File: src/cswt_pkg.sv
package cswt_pkg;

   // ==========================================================================
   // Channel geometry
   // ==========================================================================
   localparam int CHANNEL_WIDTH = 16;
   localparam int CASCADE_WIDTH = 2 * CHANNEL_WIDTH;

   // ==========================================================================
   // Count source selection codes
   // ==========================================================================
   localparam logic SRC_SUB_CLOCK     = 1'h0;
   localparam logic SRC_LOW_SPEED_OSC = 1'h1;
   localparam int   SOURCE_COUNT      = 2;

   // ==========================================================================
   // Reset values
   // ==========================================================================
   localparam logic [CHANNEL_WIDTH-1:0] COUNT_RESET_VALUE = 16'hffff;
   localparam logic                     WAKE_RESET_VALUE  = 1'h0;

   // ==========================================================================
   // Timing figures of a 32.768 kHz source
   // ==========================================================================
   // Source frequency in hertz.
   localparam int    SOURCE_FREQ_HZ       = 32768;
   // One source period in nanoseconds, about 30.517 us.
   localparam int    RESOLUTION_PS        = 1000000000 / SOURCE_FREQ_HZ * 1000 / 1000;
   // Low-order channel alone: 65536 source periods, about 2.0 seconds.
   localparam int    LOW_MAX_PERIOD_MS    = (1 << CHANNEL_WIDTH) * 1000 / SOURCE_FREQ_HZ;
   // Cascaded pair: 2**32 source periods, about 36.4 hours.
   localparam real   CASCADE_MAX_HOURS    = 4294967296.0 / SOURCE_FREQ_HZ / 3600.0;
   // Core clock period in nanoseconds.
   localparam int    CORE_CLK_PERIOD_NS   = 4;
   // Core cycles per source period, rounded down (about 7629).
   localparam int    CORE_CYCLES_PER_TICK = 1000000000 / (SOURCE_FREQ_HZ * CORE_CLK_PERIOD_NS);

   // ==========================================================================
   // Carriers
   // ==========================================================================
   // Settings from the power mode controller.
   typedef struct packed {
      logic                     enable;
      logic                     source_select;
      logic [CHANNEL_WIDTH-1:0] low_period;
      logic [CHANNEL_WIDTH-1:0] high_period;
   } cswt_config_type;

   // Count values seen by the power mode controller.
   typedef struct packed {
      logic [CHANNEL_WIDTH-1:0] high_count;
      logic [CHANNEL_WIDTH-1:0] low_count;
   } cswt_count_type;

endpackage

File: src/cswt_channel.sv
module cswt_channel
   import cswt_pkg::*;
#(
   parameter int WIDTH = CHANNEL_WIDTH
)
(
   // Clock and reset.
   input  wire logic             core_clk,
   input  wire logic             rst_n,
   // Control.
   input  wire logic             enable,
   input  wire logic             count_event,
   input  wire logic [WIDTH-1:0] reload_value,
   // State.
   output logic      [WIDTH-1:0] count,
   output logic                  underflow
);

   // ==========================================================================
   // Down counter
   // ==========================================================================
   logic             step;
   logic             at_zero;
   logic [WIDTH-1:0] next_count;

   // A step is taken only on a count event while the channel runs.
   assign step       = enable && count_event;
   assign at_zero    = (count == '0);
   assign next_count = at_zero ? reload_value : WIDTH'(count - 1'b1);

   // Counts down, reloads after zero and flags the pass through zero.
   always_ff @(posedge core_clk or negedge rst_n)
   begin
      if (!rst_n)
      begin
         count     <= COUNT_RESET_VALUE[WIDTH-1:0];
         underflow <= 1'b0;
      end
      else
      begin
         if (step)
         begin
            count <= next_count;
         end
         underflow <= step && at_zero;
      end
   end

   // ==========================================================================
   // Checks
   // ==========================================================================
   AST_CHAN_RELOAD: assert property (
      @(posedge core_clk) disable iff (!rst_n)
      (enable && count_event && count == '0) |=> (count == $past(reload_value) && underflow))
      else $error("Channel did not reload after passing zero.");

   AST_CHAN_DECREMENT: assert property (
      @(posedge core_clk) disable iff (!rst_n)
      (enable && count_event && count != '0) |=> (count == WIDTH'($past(count) - 1'b1) && !underflow))
      else $error("Channel did not count down by one.");

   AST_CHAN_HOLD: assert property (
      @(posedge core_clk) disable iff (!rst_n)
      !(enable && count_event) |=> ($stable(count) && !underflow))
      else $error("Channel moved without a count event.");

endmodule

File: src/cswt_wake_timer.sv
// What this block does
// - Two 16-bit channels chain into one 32-bit counter.
// - Every low-order underflow gives the high-order channel one count event.
// - Low-order source is the sub-clock or the low-speed internal oscillator.
// - High-order underflow raises the event that wakes the processor.
// - Counting goes on while the device is in standby.
// - At 32.768 kHz the low-order channel alone spans about 2.0 seconds.
// - The pair resolves about 30.517 us and spans about 36.4 hours.
// - In standby, counter and wake state are kept, not cleared.
module cswt_wake_timer
   import cswt_pkg::*;
#(
   parameter int WIDTH = CHANNEL_WIDTH
)
(
   // Clock and reset.
   input  wire logic            core_clk,
   input  wire logic            reset_n,
   // Count sources from the oscillators.
   input  wire logic            sub_clock_oscillator,
   input  wire logic            low_speed_internal_oscillator,
   // Power mode controller.
   input  wire cswt_config_type timer_config,
   input  wire logic            standby,
   input  wire logic            wake_ack,
   output logic                 wake_request,
   output logic                 wake_pulse,
   output logic                 low_underflow,
   // Cascaded count value.
   output cswt_count_type       timer_count
);

   // ==========================================================================
   // Reset release
   // ==========================================================================
   logic rst_meta;
   logic rst_n;

   // Reset asserts at once and is released through two flip-flops.
   // Every other register of the block uses this copy, so both channels leave
   // reset on the same edge and neither starts a cycle ahead of the other.
   always_ff @(posedge core_clk or negedge reset_n)
   begin
      if (!reset_n)
      begin
         rst_meta <= 1'b0;
         rst_n    <= 1'b0;
      end
      else
      begin
         rst_meta <= 1'b1;
         rst_n    <= rst_meta;
      end
   end

   // ==========================================================================
   // Source synchronisers
   // ==========================================================================
   logic [SOURCE_COUNT-1:0] source_pin;
   logic [SOURCE_COUNT-1:0] source_meta;
   logic [SOURCE_COUNT-1:0] source_sync;
   logic [SOURCE_COUNT-1:0] source_late;
   logic [SOURCE_COUNT-1:0] source_level;
   logic [SOURCE_COUNT-1:0] source_rise;

   // Index 0 is the sub-clock, index 1 the low-speed internal oscillator.
   assign source_pin = {low_speed_internal_oscillator, sub_clock_oscillator};

   genvar src;
   generate
      for (src = 0; src < SOURCE_COUNT; src++)
      begin : gen_source
         // Three flip-flops; a change counts once the last two agree.
         // A level that flickers between the last two stages is ignored until it settles.
         always_ff @(posedge core_clk or negedge rst_n)
         begin
            if (!rst_n)
            begin
               source_meta[src]  <= 1'b0;
               source_sync[src]  <= 1'b0;
               source_late[src]  <= 1'b0;
               source_level[src] <= 1'b0;
            end
            else
            begin
               source_meta[src] <= source_pin[src];
               source_sync[src] <= source_meta[src];
               source_late[src] <= source_sync[src];
               if (source_sync[src] == source_late[src])
               begin
                  source_level[src] <= source_late[src];
               end
            end
         end

         // A rising edge of the agreed level is one source tick.
         assign source_rise[src] = (source_sync[src] == source_late[src]) &&
                                   source_late[src] && !source_level[src];
      end
   endgenerate

   // ==========================================================================
   // Count source selection
   // ==========================================================================
   logic low_count_event;
   logic high_count_event;

   // Both sources run in standby, so the standby input gates nothing.
   // A change of source takes effect at once; a tick in flight may be lost
   // or counted twice, so the controller should switch while disabled.
   assign low_count_event  = (timer_config.source_select == SRC_LOW_SPEED_OSC) ?
                             source_rise[SRC_LOW_SPEED_OSC] :
                             source_rise[SRC_SUB_CLOCK];
   // The low-order underflow is the high-order count event.
   assign high_count_event = low_underflow;

   // ==========================================================================
   // Cascaded channels
   // ==========================================================================
   logic             high_underflow;
   logic [WIDTH-1:0] low_count_value;
   logic [WIDTH-1:0] high_count_value;

   // Low-order channel: one step per source tick, about 30.517 us each.
   cswt_channel #(
      .WIDTH        (WIDTH)
   ) low_order_timer_channel (
      .core_clk     (core_clk),
      .rst_n        (rst_n),
      .enable       (timer_config.enable),
      .count_event  (low_count_event),
      .reload_value (timer_config.low_period[WIDTH-1:0]),
      .count        (low_count_value),
      .underflow    (low_underflow)
   );

   // High-order channel: one step per low-order underflow.
   cswt_channel #(
      .WIDTH        (WIDTH)
   ) high_order_timer_channel (
      .core_clk     (core_clk),
      .rst_n        (rst_n),
      .enable       (timer_config.enable),
      .count_event  (high_count_event),
      .reload_value (timer_config.high_period[WIDTH-1:0]),
      .count        (high_count_value),
      .underflow    (high_underflow)
   );

   // The channel counts sit in the low bits of each half of the carrier.
   assign timer_count = {CHANNEL_WIDTH'(high_count_value), CHANNEL_WIDTH'(low_count_value)};

   // ==========================================================================
   // Wake event
   // ==========================================================================
   logic next_wake_request;

   // A new underflow wins over an acknowledge in the same cycle.
   assign next_wake_request = high_underflow || (wake_request && !wake_ack);

   // The request holds through standby until the controller acknowledges it.
   always_ff @(posedge core_clk or negedge rst_n)
   begin
      if (!rst_n)
      begin
         wake_request <= WAKE_RESET_VALUE;
         wake_pulse   <= 1'b0;
      end
      else
      begin
         wake_request <= next_wake_request;
         wake_pulse   <= high_underflow;
      end
   end

   // ==========================================================================
   // Checks
   // ==========================================================================
   AST_CASCADE_STEP: assert property (
      @(posedge core_clk) disable iff (!rst_n)
      (low_underflow && timer_config.enable && high_count_value != '0) |=>
      (high_count_value == WIDTH'($past(high_count_value) - 1'b1)))
      else $error("High-order channel missed a low-order underflow.");

   AST_WAKE_RAISE: assert property (
      @(posedge core_clk) disable iff (!rst_n)
      high_underflow |=> (wake_pulse && wake_request))
      else $error("High-order underflow did not raise the wake event.");

   AST_WAKE_HOLD: assert property (
      @(posedge core_clk) disable iff (!rst_n)
      (wake_request && !wake_ack) |=> wake_request)
      else $error("Wake request dropped without acknowledge.");

   AST_WAKE_CLEAR: assert property (
      @(posedge core_clk) disable iff (!rst_n)
      (wake_request && wake_ack && !high_underflow) |=> !wake_request)
      else $error("Wake request stayed after acknowledge.");

   AST_WAKE_PULSE_ONLY: assert property (
      @(posedge core_clk) disable iff (!rst_n)
      !high_underflow |=> !wake_pulse)
      else $error("Wake pulse without a high-order underflow.");

   AST_WAKE_NO_STRAY: assert property (
      @(posedge core_clk) disable iff (!rst_n)
      (!wake_request && !high_underflow) |=> !wake_request)
      else $error("Wake request rose without a high-order underflow.");

   AST_SOURCE_SELECT: assert property (
      @(posedge core_clk) disable iff (!rst_n)
      (timer_config.enable && !source_rise[timer_config.source_select]) |=> $stable(low_count_value))
      else $error("Low-order channel moved without a tick of the selected source.");

   AST_STANDBY_COUNT: assert property (
      @(posedge core_clk) disable iff (!rst_n)
      (standby && timer_config.enable && low_count_event && low_count_value != '0) |=>
      (low_count_value == WIDTH'($past(low_count_value) - 1'b1)))
      else $error("Counting stopped in standby.");

endmodule

File: config.mk
export PLATFORM = sky130hd
export DESIGN_NAME = cswt_wake_timer
export DESIGN_NICKNAME = d
export VERILOG_FILES = /design/src/cswt_pkg.sv /design/src/cswt_channel.sv /design/src/cswt_wake_timer.sv
export SDC_FILE = /design/constraint.sdc
export NUM_CORES = 1
export LEC_CHECK = 0
export ABC_CLOCK_PERIOD_IN_PS = 1600
export BUFFER_PORTS_ARGS = -buffer_cell sky130_fd_sc_hd__buf_4
export CORE_MARGIN = 2
export CORE_UTILIZATION = 53
export CTS_BUF_LIST = sky130_fd_sc_hd__clkbuf_2
export DETAILED_ROUTE_END_ITERATION = 16
export GPL_ROUTABILITY_DRIVEN = 0
export MAX_ROUTING_LAYER = met4
export PLACE_DENSITY = 0.82
export SYNTH_ARGS = -nofsm -noshare
export SYNTH_HDL_FRONTEND = slang
export SYNTH_SLANG_ARGS = --single-unit
File: constraint.sdc
create_clock -name core_clk -period 1.6 [get_ports core_clk]
set_clock_uncertainty 0.15 [all_clocks]
set_input_delay 0.08 -clock core_clk [delete_from_list [all_inputs] [get_ports core_clk]]
set_output_delay 0.08 -clock core_clk [all_outputs]
set_load 0.05 [all_outputs]
==> summary.md, run 1 <==
| Metric | Value |
|---|---|
| Run status | `stopped before the end` |
| Stopping stage | `clock tree synthesis (4_1_cts)` |
| Tool error | `[ERROR DPL-0038] Utilization greater than 100%, impossible to legalize` |
| Initial Util | `56.04%` |
| CTS root buffer | `clkbuf_2` |
| Syn Area/Cell | `9.625 µm²` |
| Detailed Place HPWL | `6252 µm` |
| Hold Buf Count CTS | `37` |
| Count leader, synth | `dfstp_2` |
| FP Rows | `24` |
| Top cell type by total area after synthesis | `dfstp_2` |
| Num CTS Buffers | `5` |
| Die Height | `72.32 µm` |
| Yosys reg bits | `46` |
| Die width | `72.32 µm` |
| Synthesized cell area | `2474 µm²` |
| Yosys cell types | `55` |
| Post_cts resized | `67` |
| Clock sinks | `46` |
| Setup Buffers After CTS | `10` |
| Commonest cells in the netlist | `dfstp_2 (32), o21ai_0 (24), a21oi_1 (22), nand2_1 (19), nor2_1 (16)` |
| Ys Warns | `0` |
| Placed instance area | `slightly below 4000 µm²` |
| Mapped Nets | `303` |
| I/O Buffers | `73` |
| Sequential-to-total area share from yosys stat | `48.15%` |
| Ys async rst share | `100.0%` |
| Io pins | `75` |
| CTS max path bufs | `2` |
| Synth Instances | `257` |
| Area contributors post-synth | `dfstp_2 (34%), dfrtp_1 (14%), o21ai_0 (4.9%)` |
| H-tree Lvls | `2` |
| Pre-CTS setup slack | `-0.5772 ns` |
| Post-synth EDFFs | `0` |
| Predominant post-synthesis flop cell | `dfstp_2` |
| Top-area cell type share of the netlist area | `33.99%` |
[per-stage QoR]
stage / instances / hold WS [ns]
2_1_floorplan: 257 / -0.3656
3_3_place_gp: 462 / -0.2872
3_5_place_dp: 462 / -0.2862
[cell families after synthesis]
logic type	synth area share [%]
AND/OR/NAND/NOR	20.79
AO/OA/AOI/OAI	21.65
flip-flops	48.15
buffers and inverters	4.097
adder cells (fa/ha/maj)	3.035
multiplexers	2.124
other	0.1516
==> run 2, diff against run 1 <==
--- a/config.mk
+++ b/config.mk
@@ -8,12 +8,10 @@
 export ABC_CLOCK_PERIOD_IN_PS = 1600
 export BUFFER_PORTS_ARGS = -buffer_cell sky130_fd_sc_hd__buf_4
 export CORE_MARGIN = 2
-export CORE_UTILIZATION = 53
-export CTS_BUF_LIST = sky130_fd_sc_hd__clkbuf_2
+export CORE_UTILIZATION = 40
 export DETAILED_ROUTE_END_ITERATION = 16
 export GPL_ROUTABILITY_DRIVEN = 0
-export MAX_ROUTING_LAYER = met4
-export PLACE_DENSITY = 0.82
+export PLACE_DENSITY_LB_ADDON = 0.15
 export SYNTH_ARGS = -nofsm -noshare
 export SYNTH_HDL_FRONTEND = slang
 export SYNTH_SLANG_ARGS = --single-unit
==> run 2 against run 1 <==
Effect of this change: the flow now finishes, with violations (setup timing); area after synthesis did not move; synthesized cell count did not move.
==> summary.md, run 2 <==
| Metric | Value |
|---|---|
| Area of the multi-input gates | `1643 µm²` |
| Fin. Hold Viols | `0` |
| Hold_ws | `0.05323 ns` |
| Final min period | `roughly 2.2 ns` |
| Vias in the first global route | `2,888` |
| Yosys reg bits | `46` |
| Biggest regs | `high_order_timer_channel.count (16), low_order_timer_channel.count (16)` |
| Sw frac | `38.91%` |
| Max-slew violations | `0` |
| Critical Path Start Type | `register` |
| Drt total wl | `9439 µm` |
| Worst-Skew Late Latency | `0.30 ns` |
| Area contributors post-synth | `dfstp_2 (34%), dfrtp_1 (14%), o21ai_0 (4.9%)` |
| Crit-path cells | `or4_4, nor4bb_4, buf_4, and2_4, buf_4, a21oi_1, o21ai_1` |
| CP Class | `register to register` |
| Layout Nets | `506` |
| Req. time, crit path | `1.67 ns` |
| Hold Crit Class | `input pin to register` |
| Slew Limit Headroom | `64.43%` |
| CP top delay family | `simple AND/OR/NAND/NOR gates` |
| Share of layout cells above drive strength 1 | `64.21%` |
| Predominant post-synthesis flop cell | `dfstp_2` |
| I/O Buffers | `between 70 and 80` |
| Clock sinks | `46` |
| Crit-path max cell delay | `between 0.5 and 0.6 ns` |
| Final cell count without fillers | `roughly 540` |
| Vias after detailed routing | `2,965` |
| Failing checks | `setup timing` |
| N_diodes | `0` |
| Worst vdd ir | `876.7 µV` |
| Top-area cell type share of the netlist area | `33.99%` |
| Num CTS Buffers | `5` |
| Core ar. | `5956 µm²` |
| Syn Area/Cell | `roughly 9.6 µm²` |
| Detailed Place HPWL | `5826 µm` |
| Most frequent cells in the layout | `buf_4 (148), dlygate4sd3_1 (35), dfstp_2 (31)` |
| Io pins | `75` |
| GRT overflow | `0` |
| Sequential-to-total area share from yosys stat | `approximately half` |
| CTS tree | `yes` |
| Ys Warns | `0` |
| Critical path fanouts, max | `6` |
| Cell Int Power | `2.593 mW` |
| Gr usage total | `26.51%` |
| Most common cell after layout, fill and taps aside | `buf_4` |
| Largest net degree at the start of global routing | `37` |
| Setup repair after global routing missed its margin | `true` |
| CP most frequent cell | `buf_4` |
| CP Buf/Inv Count | `2` |
| Initial Util | `41.53%` |
| Slew @ Worst Pin | `0.5323 ns` |
| Clock network fraction of total power | `17.2%` |
| CTS max path bufs | `2` |
| Vias per cell | `5.532` |
| Die Height | `82.64 µm` |
| Antenna Nets Post-Route | `0` |
| FMAX | `about 460 MHz` |
| Synth Instances | `257` |
| Initial antenna violation count | `0` |
| Setup-failing EPs final | `34` |
| Yosys cell types | `55` |
| Pwr Density | `882.5 nW/µm²` |
| FP Rows | `28` |
| LEAKAGE | `~2.1 nW` |
| DRC Markers | `0` |
| Crit path capture type | `register` |
| Comb pwr share | `47.2%` |
| Slowest-stage cell, CP | `or4_4` |
| Ys async rst share | `100.0%` |
| CP arrival | `between 2 and 2.5 ns` |
| Die area | `6829 µm²` |
| CTS root buffer | `clkbuf_8` |
| Dpl cells | `between 400 and 500` |
| Run status | `finished with violations` |
| Die width | `82.64 µm` |
| FF/Latch Area | `1197 µm²` |
| Sequential share of power | `35.6%` |
| Max Cap Viol | `0` |
| Commonest cells in the netlist | `dfstp_2 (32), o21ai_0 (24), a21oi_1 (22), nand2_1 (19), nor2_1 (16)` |
| FILL cells | `between 300 and 400` |
| Top cell type by total area after synthesis | `dfstp_2` |
| Switch Pwr | `1.651 mW` |
| First-pass GRT wire length | `approximately 14,000 µm` |
| Area Growth Syn to Fin | `94.44%` |
| Count leader, synth | `dfstp_2` |
| Drt pass-1 iters | `5` |
| Mapped Nets | `303` |
| Post-synth EDFFs | `0` |
| Fin crit share | `136.0%` |
| H-tree Lvls | `2` |
| Synthesized cell area | `2474 µm²` |
| Routed len/inst | `17.61 µm` |
| Setup WS post-layout | `-0.5764 ns` |
| DRT iter0 DRCs | `243` |
| Reg clk slew, reported paths | `approximately 0.090 ns` |
-- run 2: what timing repair did --
action	in CTS	in global routing
setup buffers	9	7
pin swaps	29	19
hold endpoints to repair	35	0
gates resized for setup	58	35
hold buffers	35	0
endpoints found under the setup margin	34	34
cloned	1	0
-- run 2: cells by family (layout without fill, tap and decap cells) --
kind of cell / count (synthesis) / in the layout / share of synthesized area (%)
AND/OR/NAND/NOR: 93 / 93 / 20.79
AO/OA/AOI/OAI: 84 / 84 / 21.65
flip-flops: 46 / 46 / 48.15
buffers and inverters: 22 / 226 / 4.097
adder cells (fa/ha/maj): 6 / 6 / 3.035
multiplexers: 5 / 5 / 2.124
other: 1 / 1 / 0.1516
-- run 2: layout make-up --
cell class              instances  share of cell area, %
well taps                      75                  1.951
clock inverters                 3                 0.4422
flip-flops and latches         46                  24.90
clock buffers                   5                  1.431
repair buffers                206                  36.19
inverters                      12                 0.9365
multi-input cells             189                  34.16
-- run 2: final timing paths --
check / depth (start not counted) / endpoint / start / slack [ns]
min: 5 / high_order_timer_channel.count[14] / timer_config[14] / 0.05
max in group asynchronous: 3 / rst_n / reset_n / 0.69
min reg2reg: 0 / rst_n / rst_meta / 0.20
min in group asynchronous: 0 / high_order_timer_channel.count[15] / rst_n / 0.21
max: 7 / low_order_timer_channel.count[0] / low_order_timer_channel.count[9] / -0.58
max reg2reg: 7 / low_order_timer_channel.count[0] / low_order_timer_channel.count[9] / -0.58
-- run 2: tightest hold or removal path, cell delays in order --
cell and delay [ns]:
buf_4 0.11, nand2_1 0.06, o21ai_2 0.05, a31oi_1 0.13
a21oi_1 0.06
-- run 2: power groups by stage --
stage / Combinational [mW] / Clock [mW] / Sequential [mW]
floorplan: 0.429 / 0 / 2.08
global placement: 1.76 / 0 / 1.52
detailed placement: 1.77 / 0 / 1.52
CTS: 1.88 / 0.754 / 1.50
global route: 2.11 / 0.806 / 1.53
finish: 2.01 / 0.730 / 1.51
-- run 2: per-layer routing --
| metal | vias to the layer above | global-route usage [%] | wire length [µm] |
|---|---|---|---|
| met4 | 0 | 5.902 | 127 |
| met5 | - | 0 | 0 |
| li1 | 1378 | - | - |
| met1 | 1462 | 34.75 | 4138 |
| met2 | 111 | 45.81 | 4632 |
| met3 | 14 | 4.565 | 540 |
-- run 2: through the flow --
stage          setup slack (ns)  power [mW]  util, %  cell area [µm²]  TNS, ns
2_1_floorplan           -0.6531       2.511        -             2641   -13.98
3_3_place_gp            -0.4699       3.271    64.90             3865   -11.19
3_5_place_dp            -0.5712       3.293    64.90             3865   -12.60
4_1_cts                 -0.5508       4.135    77.42             4611   -10.93
5_1_grt                 -0.6248       4.440    80.76             4810   -14.67
6_report                -0.5764       4.245    80.76             4810   -12.34
(Power assumes the default switching activity.)
